==> src/rtl/irq_regs_pkg.sv <==
package irq_regs_pkg;

   // register addresses in the special-function space
   localparam logic [7:0] BASE_PRIO_ADDR = 8'hB8;
   localparam logic [7:0] EXT_EN1_ADDR   = 8'hE6;
   localparam logic [7:0] EXT_PRIO1_ADDR = 8'hF6;

   // reset values
   localparam logic [7:0] BASE_PRIO_RESET = 8'h80;
   localparam logic [7:0] EXT_EN1_RESET   = 8'h00;
   localparam logic [7:0] EXT_PRIO1_RESET = 8'h00;

   // base priority field positions
   localparam int BASE_FIXED_BIT  = 7;
   localparam int SERIAL_LVL_BIT  = 6;
   localparam int TIMER2_LVL_BIT  = 5;
   localparam int UART_LVL_BIT    = 4;
   localparam int TIMER1_LVL_BIT  = 3;
   localparam int EXT1_LVL_BIT    = 2;
   localparam int TIMER0_LVL_BIT  = 1;
   localparam int EXT0_LVL_BIT    = 0;

   // extended enable and priority share these positions
   localparam int TIMER3_BIT      = 7;
   localparam int CMP1_BIT        = 6;
   localparam int CMP0_BIT        = 5;
   localparam int CNT_ARRAY_BIT   = 4;
   localparam int CONV_DONE_BIT   = 3;
   localparam int CONV_WIN_BIT    = 2;
   localparam int RTC_BIT         = 1;
   localparam int SMBUS_BIT       = 0;

   // sources: index is the vector number and the tie order
   localparam int NUM_SRC         = 15;
   localparam int NUM_BASE_SRC    = 7;
   localparam int VEC_W           = 4;

   // sequencer after a return from service
   typedef enum logic [1:0] {
      ST_RUN  = 2'b01,
      ST_HOLD = 2'b10
   } seq_state_t;

endpackage : irq_regs_pkg

==> src/rtl/irq_enable_priority_regs.sv <==
`timescale 1ns/100ps
// interrupt mask and two-level priority registers with request selection
module irq_enable_priority_regs
   import irq_regs_pkg::*;
#(
   parameter int N_SRC = NUM_SRC
) (
   // clock and reset
   input  wire logic             clk_i,
   input  wire logic             reset_n_i,
   // special-function register access from the core
   input  wire logic [7:0]       sfr_addr_i,
   input  wire logic             sfr_wr_i,
   input  wire logic [7:0]       sfr_wdata_i,
   input  wire logic             sfr_rd_i,
   output logic      [7:0]       sfr_rdata_o,
   output logic                  sfr_hit_o,
   // basic enable state kept elsewhere
   input  wire logic             global_irq_gate_i,
   input  wire logic [6:0]       basic_enable_i,
   // pending flags of the base sources, vector order 0..6
   input  wire logic [6:0]       base_pending_i,
   // pending flags of the extended sources
   input  wire logic             smbus_pending_i,
   input  wire logic             rtc_alarm_flag_i,
   input  wire logic             rtc_osc_failure_flag_i,
   input  wire logic             window_compare_flag_i,
   input  wire logic             conversion_done_flag_i,
   input  wire logic             counter_array_pending_i,
   input  wire logic             comparator_zero_rise_flag_i,
   input  wire logic             comparator_zero_fall_flag_i,
   input  wire logic             comparator_one_rise_flag_i,
   input  wire logic             comparator_one_fall_flag_i,
   input  wire logic             timer_three_low_overflow_i,
   input  wire logic             timer_three_high_overflow_i,
   // core service handshake
   input  wire logic             irq_ack_i,
   input  wire logic             reti_i,
   input  wire logic             instr_done_i,
   output logic                  irq_req_o,
   output logic      [VEC_W-1:0] irq_vector_o,
   output logic                  irq_high_o,
   // request view per source and in-service view per level
   output logic      [14:0]      gated_req_o,
   output logic                  in_service_high_o,
   output logic                  in_service_low_o
);

   generate
      if (N_SRC != NUM_SRC) begin : g_bad_src
         $error("irq_enable_priority_regs: source count is fixed at 15");
      end
      if (NUM_BASE_SRC + 8 != NUM_SRC) begin : g_bad_map
         $error("irq_enable_priority_regs: base plus eight must be 15");
      end
      if ((1 << VEC_W) < NUM_SRC) begin : g_bad_vec
         $error("irq_enable_priority_regs: vector too narrow");
      end
   endgenerate

   // register storage; the fixed top bit of base priority has no flop
   logic [6:0]       base_prio_r;
   logic [7:0]       ext_en1_r;
   logic [7:0]       ext_prio1_r;
   logic [7:0]       rdata_nxt;
   logic             hit_nxt;

   // service tracking
   logic             svc_high_r;
   logic             svc_low_r;
   seq_state_t       state_r;
   seq_state_t       state_nxt;

   // request selection
   logic [14:0]      pending;
   logic [14:0]      enabled;
   logic [14:0]      level;
   logic [14:0]      gated;
   logic [14:0]      high_cand;
   logic [14:0]      low_cand;
   logic             high_hit;
   logic             low_hit;
   logic [VEC_W-1:0] high_idx;
   logic [VEC_W-1:0] low_idx;
   logic             req_nxt;
   logic [VEC_W-1:0] vec_nxt;
   logic             high_nxt;
   logic             req_r;
   logic [VEC_W-1:0] vec_r;
   logic             high_r;

   // address match used by both write and read paths
   function automatic logic is_addr(input logic [7:0] a,
                                    input logic [7:0] ref_a);
      is_addr = (a == ref_a);
   endfunction : is_addr

   // base priority register; writes to the top bit are dropped
   always_ff @(posedge clk_i) begin
      if (!reset_n_i) begin
         base_prio_r <= BASE_PRIO_RESET[6:0];
      end else if (sfr_wr_i && is_addr(sfr_addr_i, BASE_PRIO_ADDR)) begin
         base_prio_r <= sfr_wdata_i[6:0];
      end
   end

   // extended enable register one
   always_ff @(posedge clk_i) begin
      if (!reset_n_i) begin
         ext_en1_r <= EXT_EN1_RESET;
      end else if (sfr_wr_i && is_addr(sfr_addr_i, EXT_EN1_ADDR)) begin
         ext_en1_r <= sfr_wdata_i;
      end
   end

   // extended priority register one
   always_ff @(posedge clk_i) begin
      if (!reset_n_i) begin
         ext_prio1_r <= EXT_PRIO1_RESET;
      end else if (sfr_wr_i && is_addr(sfr_addr_i, EXT_PRIO1_ADDR)) begin
         ext_prio1_r <= sfr_wdata_i;
      end
   end

   // read mux; unmapped addresses answer zero with no hit
   always_comb begin
      rdata_nxt = 8'h00;
      hit_nxt   = 1'b1;
      if (is_addr(sfr_addr_i, BASE_PRIO_ADDR)) begin
         rdata_nxt = {1'b1, base_prio_r};
      end else if (is_addr(sfr_addr_i, EXT_EN1_ADDR)) begin
         rdata_nxt = ext_en1_r;
      end else if (is_addr(sfr_addr_i, EXT_PRIO1_ADDR)) begin
         rdata_nxt = ext_prio1_r;
      end else begin
         hit_nxt = 1'b0;
      end
   end

   // read data is held until the next read strobe
   always_ff @(posedge clk_i) begin
      if (!reset_n_i) begin
         sfr_rdata_o <= 8'h00;
         sfr_hit_o   <= 1'b0;
      end else if (sfr_rd_i) begin
         sfr_rdata_o <= rdata_nxt;
         sfr_hit_o   <= hit_nxt;
      end
   end

   // pending per vector; shared sources are or-ed before the mask
   always_comb begin
      pending[6:0] = base_pending_i;
      pending[7]   = smbus_pending_i;
      pending[8]   = rtc_alarm_flag_i
                   | rtc_osc_failure_flag_i;
      pending[9]   = window_compare_flag_i;
      pending[10]  = conversion_done_flag_i;
      pending[11]  = counter_array_pending_i;
      pending[12]  = comparator_zero_rise_flag_i
                   | comparator_zero_fall_flag_i;
      pending[13]  = comparator_one_rise_flag_i
                   | comparator_one_fall_flag_i;
      pending[14]  = timer_three_low_overflow_i
                   | timer_three_high_overflow_i;
   end

   // enable and level per vector: base sources then extended ones
   always_comb begin
      enabled[6:0]  = basic_enable_i;
      level[6:0]    = base_prio_r;
      enabled[14:7] = ext_en1_r;
      level[14:7]   = ext_prio1_r;
   end

   // global gate wins over every individual mask
   assign gated = pending & enabled & {15{global_irq_gate_i}};

   // per-vector view, before level and service blocking
   assign gated_req_o = gated;

   // a level may only interrupt when no equal-or-higher service runs
   always_comb begin
      high_cand = gated & level & {15{~svc_high_r}};
      low_cand  = gated & ~level
                & {15{~svc_high_r & ~svc_low_r}};
   end

   // one picker per level keeps the tie order per level
   irq_pick_lowest #(
      .N (NUM_SRC),
      .W (VEC_W)
   ) u_pick_high (
      .req_i (high_cand),
      .hit_o (high_hit),
      .idx_o (high_idx)
   );

   irq_pick_lowest #(
      .N (NUM_SRC),
      .W (VEC_W)
   ) u_pick_low (
      .req_i (low_cand),
      .hit_o (low_hit),
      .idx_o (low_idx)
   );

   // high level first, lowest vector within a level
   always_comb begin
      req_nxt  = 1'b0;
      vec_nxt  = '0;
      high_nxt = 1'b0;
      if (state_r == ST_RUN && !irq_ack_i) begin
         if (high_hit) begin
            req_nxt  = 1'b1;
            vec_nxt  = high_idx;
            high_nxt = 1'b1;
         end else if (low_hit) begin
            req_nxt = 1'b1;
            vec_nxt = low_idx;
         end
      end
   end

   // request line; cleared at the edge that ends the ack cycle so one grant means one entry
   always_ff @(posedge clk_i) begin
      if (!reset_n_i) begin
         req_r <= 1'b0;
      end else begin
         req_r <= req_nxt;
      end
   end

   // vector and level registered so they are stable when the core samples
   always_ff @(posedge clk_i) begin
      if (!reset_n_i) begin
         vec_r  <= '0;
         high_r <= 1'b0;
      end else begin
         vec_r  <= vec_nxt;
         high_r <= high_nxt;
      end
   end

   // registered request outputs
   assign irq_req_o    = req_r;
   assign irq_vector_o = vec_r;
   assign irq_high_o   = high_r;

   // high in-service: set by a high grant, cleared by its return
   always_ff @(posedge clk_i) begin
      if (!reset_n_i) begin
         svc_high_r <= 1'b0;
      end else if (irq_ack_i && req_r && high_r) begin
         svc_high_r <= 1'b1;
      end else if (reti_i) begin
         svc_high_r <= 1'b0;
      end
   end

   // low in-service: a return closes it only when no high routine nests
   always_ff @(posedge clk_i) begin
      if (!reset_n_i) begin
         svc_low_r <= 1'b0;
      end else if (irq_ack_i && req_r && !high_r) begin
         svc_low_r <= 1'b1;
      end else if (reti_i && !svc_high_r) begin
         svc_low_r <= 1'b0;
      end
   end

   // in-service views for the core
   assign in_service_high_o = svc_high_r;
   assign in_service_low_o  = svc_low_r;

   // after a return, one more instruction completes before any request
   always_comb begin
      state_nxt = state_r;
      case (state_r)
         ST_RUN: begin
            if (reti_i) begin
               state_nxt = ST_HOLD;
            end
         end
         ST_HOLD: begin
            if (instr_done_i) begin
               state_nxt = ST_RUN;
            end
         end
         default: begin
            state_nxt = ST_RUN;
         end
      endcase
   end

   // sequencer state
   always_ff @(posedge clk_i) begin
      if (!reset_n_i) begin
         state_r <= ST_RUN;
      end else begin
         state_r <= state_nxt;
      end
   end

endmodule : irq_enable_priority_regs

==> src/rtl/irq_pick_lowest.sv <==
`timescale 1ns/100ps
// fixed-order picker: the lowest set request index wins
module irq_pick_lowest #(
   parameter int N = 15,
   parameter int W = 4
) (
   // requests
   input  wire logic [N-1:0] req_i,
   // winner
   output logic             hit_o,
   output logic [W-1:0]     idx_o
);

   generate
      if (N < 1 || (1 << W) < N) begin : g_bad_cfg
         $error("irq_pick_lowest: N must fit in W bits");
      end
   endgenerate

   // scan from the top so the lowest index is written last
   always_comb begin
      hit_o = 1'b0;
      idx_o = '0;
      for (int i = N - 1; i >= 0; i--) begin
         if (req_i[i]) begin
            hit_o = 1'b1;
            idx_o = W'(i);
         end
      end
   end

endmodule : irq_pick_lowest

==> config.mk <==
export PLATFORM = sky130hd
export DESIGN_NAME = irq_enable_priority_regs
export DESIGN_NICKNAME = d
export VERILOG_FILES = /design/src/rtl/irq_regs_pkg.sv /design/src/rtl/irq_enable_priority_regs.sv /design/src/rtl/irq_pick_lowest.sv
export SDC_FILE = /design/constraint.sdc
export NUM_CORES = 1
export LEC_CHECK = 0
export BUFFER_PORTS_ARGS = -buffer_cell sky130_fd_sc_hd__buf_4
export CAP_MARGIN = 20
export CORE_MARGIN = 2
export CORE_UTILIZATION = 51
export CTS_CLUSTER_SIZE = 8
export DETAILED_ROUTE_END_ITERATION = 8
export GPL_TIMING_DRIVEN = 1
export PLACE_DENSITY = 0.83
export SETUP_SLACK_MARGIN = 0.05
export SYNTH_ARGS = -nofsm -noshare
export SYNTH_HDL_FRONTEND = slang
export SYNTH_SLANG_ARGS = --single-unit
==> constraint.sdc <==
create_clock -name clk_i -period 2.8 [get_ports clk_i]
set_clock_uncertainty 0.1 [all_clocks]
set_input_delay 0.84 -clock clk_i [delete_from_list [all_inputs] [get_ports clk_i]]
set_output_delay 0.84 -clock clk_i [all_outputs]
set_load 0.02 [all_outputs]
==> results of run 1 <==
-- critical path, stage by stage --
cell and delay, ps:
buf_4 120, or3b_1 220, buf_4 170, nor3_4 40, nor4_1 420, o21ai_0 180, a21o_1 230, a2111oi_2 360
buf_4 160
-- layout by cell type, fill, tap and decap left out, types with 4 or more instances in the layout --
master    netlist  final
and3_1          4      4
buf_4           0    107
nor3_2          4      4
nor3_1          6      6
clkbuf_8        0      6
dfxtp_1        42     42
nand2_1        31     31
mux2_2          8      8
nand3_1        16     16
nor2b_1        21     21
a21oi_1        12     12
a21boi_0        5      5
o21ai_0        10     10
mux2i_1        16     16
nor2_1         29     29
inv_1           9      9
o211a_1         7      7
a22oi_1         7      7
-- worst paths after layout --
check	end	from	slack (ps)
max	irq_vector_o[2]	global_irq_gate_i	210
min	sfr_rdata_o[1]	sfr_rdata_o[1]	390
max reg2reg	irq_vector_o[2]	in_service_high_o	310
min reg2reg	sfr_rdata_o[1]	sfr_rdata_o[1]	390
-- report_power, final --
part	internal (mW)	total (mW)	switching (mW)
clock	0.198	0.419	0.221
sequential	0.608	0.614	0.00598
combinational	0.104	0.205	0.101
total	0.911	1.24	0.328
-- cells by family after synthesis --
logic type,share of synthesized area
mux,0.09742
compound gates,0.2060
buf+inv,0.04675
flops,0.3273
simple gates,0.3225
-- sequential cells by signal, indices dropped and copies added, names as in the netlist, 2 cells and up --
register / count
sfr_rdata_o: 8
state_r: 2
irq_vector_o: 4
ext_prio1_r: 8
base_prio_r: 7
ext_en1_r: 8
-- layout make-up --
| type | instances | share of cell area |
|---|---|---|
| multi-input combinational | 238 | 0.4655 |
| clock inverter | 2 | 0.003595 |
| inverter | 10 | 0.01078 |
| sequential | 42 | 0.2416 |
| timing repair buffer | 107 | 0.2308 |
| clock buffer | 6 | 0.02372 |
| tap | 67 | 0.02408 |
-- per-stage QoR --
| step | setup TNS, ps | hold slack, ps | power, mW |
|---|---|---|---|
| 2_1_floorplan | 0 | 372.5 | 0.7246 |
| 3_3_place_gp | -41.80 | 366.6 | 0.8252 |
| 3_5_place_dp | -203.4 | 373.0 | 0.8301 |
| 4_1_cts | 0 | 394.1 | 1.238 |
| 5_1_grt | 0 | 408.3 | 1.276 |
| 6_report | 0 | 387.5 | 1.238 |
-- layer usage --
metal  global-route usage  vias up  wire (um)
met3              0.04685       16        534
met1               0.3369     1272       3071
met5                    0        -          0
met4               0.1052        0        160
li1                     -     1310          -
met2               0.4737      113       3766
==> results_dict.tcl, run 1 <==
set metrics [dict create \
    multi_input_area_um2 1620 \
    overflow 0 \
    clock-sinks 42 \
    n_fill_cell 388 \
    post-synth-top-area-cell "dfxtp_1" \
    synth_top_area_share 0.3273 \
    initialDrtViolationCount 123 \
    setup_slack_ps 212.3 \
    via_per_inst 5.744 \
    placed_area_um2 3373 \
    p_leak_nw 1.608 \
    ys_ff_latch 42 \
    cts_made_buffers 5 \
    dp_hpwl_um 5897 \
    slew_violations 0 \
    synth_nets 354 \
    synth_area_per_cell_um2 8.450 \
    postCtsHoldBufs 0 \
    rsz0062_at_grt "false" \
    critPathLaunchType "primary input" \
    vias 2711 \
    status "finished clean" \
    dieArea_um2 5621 \
    critPathCaptureType "flop" \
    yosys.cell_count.top_type "dfxtp_1" \
    powerDensity_nw_per_um2 355.7 \
    finalHoldViolations 0 \
    io_pins 82 \
    grt_start_max_net_pins 37 \
    h-tree-depth 2 \
    setup_viol 0 \
    hold_class "reg -> reg" \
    reg2regPathDepth 8 \
    drt_wl_total_um 7533 \
    path_class "in -> reg" \
    synthTopCellsByCount "dfxtp_1 (42), nand2_1 (31), nor2_1 (29), nor2b_1 (21)" \
    drive_above_1_share 0.3605 \
    grt_use_total 0.2729 \
    synthTopCellsByArea "dfxtp_1 (33%), mux2i_1 (6.2%), nor2b_1 (5.1%), nand2_1 (4.5%), nor2_1 (4.2%)" \
    drc_errors 0 \
    diodes 0 \
    grt_pass1_vias 2555 \
    areaGrowthSynthToFinish_pct 35.51 \
    cp_max_fo 4 \
    worst_pin_slew_ps 561.4 \
    final_core_util 0.7273 \
    fmax_mhz 386.4 \
    critPathRequiredTime_ps 2950 \
    final_cell_area_um2 3481 \
    cts_tree "yes" \
    ir_drop_v 0.0003393 \
    synthArstFlopShare 0 \
    portBuffers 81 \
    slew_headroom 0.6246 \
    hold_depth 1 \
    fin_crit_sh 0.9242 \
    ys.flop_type "dfxtp_1" \
    dp_cells 464 \
    synth_edf_count 0 \
    yosysSeqAreaShare 0.3273 \
    post-route-min-period_ps 2588 \
    place_ws_ps -134.4 \
    clk_pin_slew_worst_paths_ps 90 \
    ys_types 60 \
    gp_congestion 1.017 \
    clockRootBuffer "clkbuf_8" \
    grt_pass1_wl_um 11500 \
    routedWlPerCell_um 15.96 \
    insertion_delay_ps 300 \
    cts_resized 0 \
    dr.pass1.iters 4 \
    instances_no_fill 472 \
    antenna_found_initial 0 \
    chipWidth_um 74.97 \
    cap_violations 0 \
    yosysWarnings 0 \
    core_area_um2 4786 \
    postCtsSetupRepairBufs 0 \
    start_util 0.5367 \
    syn_area_um2 2569 \
    die_h_um 74.97 \
    synth_cells 304 \
    fin_nets 454 \
    clockBufferDepth 2 \
    rows 25 \
    ant_nets 0 \
    seq_area_um2 840.8 \
    cp.arrival_ps 2740 \
]
Note: power is estimated with default switching activity, not from simulation.
==> run 2, diff against run 1 <==
==> constraint.sdc (replaced) <==
create_clock -name clk_i -period 2.8 [get_ports clk_i]
set_clock_uncertainty 0.1 [all_clocks]
set_input_delay 0.56 -clock clk_i [delete_from_list [all_inputs] [get_ports clk_i]]
set_output_delay 0.56 -clock clk_i [all_outputs]
set_load 0.02 [all_outputs]
==> results_dict.tcl, run 2 (synthesis results as in run 1) <==
set metrics [dict create \
    fin_nets 434 \
    post-route-min-period_ps 2465 \
    drc_errors 0 \
    powerDensity_nw_per_um2 389.9 \
    clk_pin_slew_worst_paths_ps 80 \
    fin_crit_sh 0.8805 \
    portBuffers 81 \
    critPathRequiredTime_ps 2920 \
    h-tree-depth 2 \
    critPathLaunchType "flop" \
    ant_nets 0 \
    p_total_mw 1.301 \
    path_class "reg -> reg" \
    grt_use_total 0.2568 \
    initialDrtViolationCount 258 \
    cts_tree "yes" \
    setup_viol 0 \
    critPathCaptureType "flop" \
    antenna_found_initial 0 \
    rows 25 \
    top_regs "ext_en1_r (8), ext_prio1_r (8), sfr_rdata_o (8)" \
    cts_resized 0 \
    cp_max_fo 10 \
    p_leak_nw 1.521 \
    diodes 0 \
    via_per_inst 5.776 \
    cp.arrival_ps 2580 \
    fmax_mhz 405.6 \
    slew_violations 0 \
    overflow 0 \
    drive_above_1_share 0.3203 \
    core_area_um2 4786 \
    status "finished clean" \
    chipWidth_um 74.97 \
    slew_headroom 0.6047 \
    final_common_cell "buf_4" \
    areaGrowthSynthToFinish_pct 29.86 \
    clock-sinks 42 \
    final_cell_mix "buf_4 (87), dfxtp_1 (42), nand2_1 (31), nor2_1 (29), nor2b_1 (21)" \
    grt_pass1_vias 2394 \
    cap_violations 0 \
    dr.pass1.iters 7 \
    clockBufferDepth 2 \
    rrSetupSlack_ps 330 \
    seq_area_um2 840.8 \
    grt_pass1_wl_um 10880 \
    hold_class "reg -> reg" \
    cts_made_buffers 5 \
    grt_start_max_net_pins 37 \
    postCtsSetupRepairBufs 0 \
    dieArea_um2 5621 \
    die_h_um 74.97 \
    dp_hpwl_um 5541 \
    insertion_delay_ps 300 \
    drt_wl_total_um 7086 \
    gp_congestion 0.9159 \
    vias 2605 \
    postCtsHoldBufs 0 \
    start_util 0.5367 \
    ir_drop_v 0.0002666 \
    worst_pin_slew_ps 591.2 \
    multi_input_area_um2 1608 \
    io_pins 82 \
    routedWlPerCell_um 15.71 \
    finalHoldViolations 0 \
    clockRootBuffer "clkbuf_8" \
    n_fill_cell 417 \
    fin_setup_tns_ps 0 \
    rsz0062_at_grt "false" \
]
run 2: worst paths after layout:
check	start	end	cells past startpoint
hold reg to reg	sfr_rdata_o[5]	sfr_rdata_o[5]	1
hold / removal	sfr_rdata_o[5]	sfr_rdata_o[5]	1
setup / recovery	in_service_high_o	irq_vector_o[1]	7
setup reg to reg	in_service_high_o	irq_vector_o[1]	7
run 2: critical path, stage by stage, from the launching register on:
cell and delay, ps:
dfxtp_1 520, nand2b_1 380, a21oi_1 90, and4bb_1 330, nand3_2 110, a21oi_2 170
or4b_4 490, o31ai_2 180
run 2: through the flow:
step | util | worst slack [ps] | std cells | hold slack [ps] | cell area (um^2)
after floorplan | - | 401.9 | 304 | 372.5 | 2569
after global placement | 0.6735 | 188.4 | 444 | 365.9 | 3223
after detailed placement | 0.6735 | 109.0 | 444 | 369.1 | 3223
after CTS | 0.6970 | 388.2 | 451 | 387.4 | 3336
after global routing | 0.6970 | 220.4 | 451 | 404.9 | 3336
final | 0.6970 | 334.5 | 451 | 386.5 | 3336
run 2: area by class of cell:
cell class / instances / area share
Clock buffer: 6 / 0.02476
Inverter: 10 / 0.01125
Multi-Input combinational cell: 238 / 0.4820
Timing Repair Buffer: 87 / 0.1958
Sequential cell: 42 / 0.2521
Tap cell: 67 / 0.02513
Clock inverter: 1 / 0.009002
run 2: power by group:
group	switching, mW	internal [mW]	total, mW
combinational	0.0945	0.0939	0.188
sequential	0.00667	0.608	0.614
clock	0.212	0.285	0.498
run 2: routing by layer:
metal	up-vias	share of wire	global-route usage
met5	-	0	0
met4	0	0.021	0.09524
met3	14	0.068	0.04418
met2	119	0.48	0.4444
met1	1211	0.43	0.3195
li1	1261	-	-
==> run 3, diff against run 2 <==
--- a/config.mk
+++ b/config.mk
@@ -7,6 +7,7 @@
 export LEC_CHECK = 0
 export BUFFER_PORTS_ARGS = -buffer_cell sky130_fd_sc_hd__buf_4
 export CAP_MARGIN = 20
+export CORE_ASPECT_RATIO = 0.6
 export CORE_MARGIN = 2
 export CORE_UTILIZATION = 51
 export CTS_CLUSTER_SIZE = 8
==> results_dict.tcl, run 3 (synthesis results as in run 1) <==
set metrics [dict create \
    critPathCaptureType "flop" \
    p_seq_frac 0.472 \
    antenna_found_initial 0 \
    final_common_cell "buf_4" \
    dieArea_um2 5639 \
    slew_violations 0 \
    grt_start_max_net_pins 37 \
    slew_headroom 0.6296 \
    top_regs "ext_en1_r (8), ext_prio1_r (8), sfr_rdata_o (8)" \
    cp_max_fo 12 \
    fin_nets 432 \
    core_area_um2 4707 \
    r2r-start "in_service_high_o" \
    cap_violations 0 \
    fin_setup_tns_ps 0 \
    h-tree-depth 2 \
    clk_pin_slew_worst_paths_ps 90 \
    combinationalPowerShare 0.146 \
    diodes 0 \
    crit_end "irq_vector_o[1]" \
    rrSetupSlack_ps 230 \
    critPathLaunchType "flop" \
    gp_congestion 0.8931 \
    start_util 0.5457 \
    die_h_um 58.98 \
    grt_use_total 0.2730 \
    via_per_inst 5.883 \
    ir_drop_v 0.0003070 \
    p_leak_nw 1.511 \
    grt_pass1_vias 2435 \
    drt_wl_total_um 7471 \
    overflow 0 \
    p_clk_frac 0.382 \
    initialDrtViolationCount 165 \
    vias 2624 \
    critPathRequiredTime_ps 2920 \
    n_fill_cell 386 \
    worst_pin_slew_ps 554.0 \
    postCtsHoldBufs 0 \
    grt_pass1_wl_um 11670 \
    swShare 0.2547 \
    switchingPower_uw 331.6 \
    insertion_delay_ps 300 \
    dr.pass1.iters 5 \
    crit_start "in_service_high_o" \
    cp.arrival_ps 2690 \
    setup_viol 0 \
    p_total_mw 1.302 \
    post-route-min-period_ps 2570 \
    power.internal_uw 970.1 \
    routedWlPerCell_um 16.75 \
    status "finished clean" \
    clockRootBuffer "clkbuf_8" \
    clockBufferDepth 2 \
    chipWidth_um 95.62 \
    io_pins 82 \
    hold_class "reg -> reg" \
    drc_errors 0 \
    powerDensity_nw_per_um2 392.3 \
    drive_above_1_share 0.3211 \
    rsz0062_at_grt "false" \
    path_class "reg -> reg" \
    dp_hpwl_um 5800 \
    reg2regPathDepth 7 \
    fmax_mhz 389.1 \
    ant_nets 0 \
    cts_tree "yes" \
    clock-sinks 42 \
    finalHoldViolations 0 \
    r2r_end "irq_vector_o[1]" \
    final_cell_mix "buf_4 (85), dfxtp_1 (42), nand2_1 (31), nor2_1 (29), nor2b_1 (21)" \
    portBuffers 81 \
    areaGrowthSynthToFinish_pct 29.18 \
    cts_made_buffers 5 \
    fin_crit_sh 0.9178 \
    rows 19 \
]
run 3: changes by cell type in the layout (fill, tap and decap cells not counted), sizes merged:
| cell | previous run | this run |
|---|---|---|
| clkbuf | 6 | 5 |
| inv | 10 | 11 |
| buf | 87 | 85 |
| clkinv | 0 | 1 |
run 3: area by class of cell:
type                    count  area [um^2]  share of cell area
inverters                  10        37.54             0.01131
multi-input cells         238         1610              0.4853
repair buffers             85        638.1              0.1923
well taps                  63        78.83             0.02376
clock inverters             3        43.79             0.01320
clock buffers               5        68.82             0.02074
flip-flops and latches     42        840.8              0.2534
run 3: power by group through the flow:
stage / Combinational [mW] / Clock [mW] / Sequential, mW
after floorplan: 0.0867 / 0 / 0.638
after global placement: 0.185 / 0 / 0.628
after detailed placement: 0.187 / 0 / 0.629
after CTS: 0.189 / 0.500 / 0.615
after global routing: 0.206 / 0.526 / 0.616
final: 0.190 / 0.497 / 0.615
run 3: per-stage QoR:
stage | utilization | instances | cell area (um^2) | setup slack [ps] | hold slack (ps)
final | 0.7049 | 446 | 3318 | 230.3 | 393.9
after global routing | 0.7049 | 446 | 3318 | 84.33 | 408.5
after CTS | 0.7044 | 446 | 3316 | 189.4 | 391.6
after detailed placement | 0.6805 | 438 | 3203 | 113.5 | 372.1
after global placement | 0.6805 | 438 | 3203 | 197.5 | 365.9
after floorplan | - | 304 | 2569 | 401.9 | 372.5
run 3: worst max-delay path, stage by stage (launching register included):
cell and delay, ps:
dfxtp_1 610, nand2b_1 410, a21oi_1 100, and4bb_1 340, nand3_2 100, a21oi_2 170
or4b_4 490, o31ai_2 180
run 3: worst min-delay path by stage:
stage | end | cells past startpoint | start | slack [ps]
4_1_cts | sfr_rdata_o[5] | 1 | sfr_rdata_o[5] | 390
3_5_place_dp | sfr_rdata_o[5] | 1 | sfr_rdata_o[5] | 370
5_1_grt | sfr_rdata_o[4] | 1 | sfr_rdata_o[4] | 410
3_3_place_gp | sfr_rdata_o[0] | 1 | sfr_rdata_o[0] | 370
2_1_floorplan | base_prio_r[6] | 2 | base_prio_r[6] | 370
6_report | sfr_rdata_o[5] | 1 | sfr_rdata_o[5] | 390
run 3: routing by layer:
metal	routed length (um)	track usage
met1	3354	0.3815
met2	3253	0.4286
met3	825	0.07761
met5	0	0
met4	38	0.05102
run 3: what timing repair did:
item                       in CTS  in global routing
resized for setup               0                  1
setup buffers                   0                  0
hold endpoints to repair        0                  0
setup endpoints to repair       0                  1
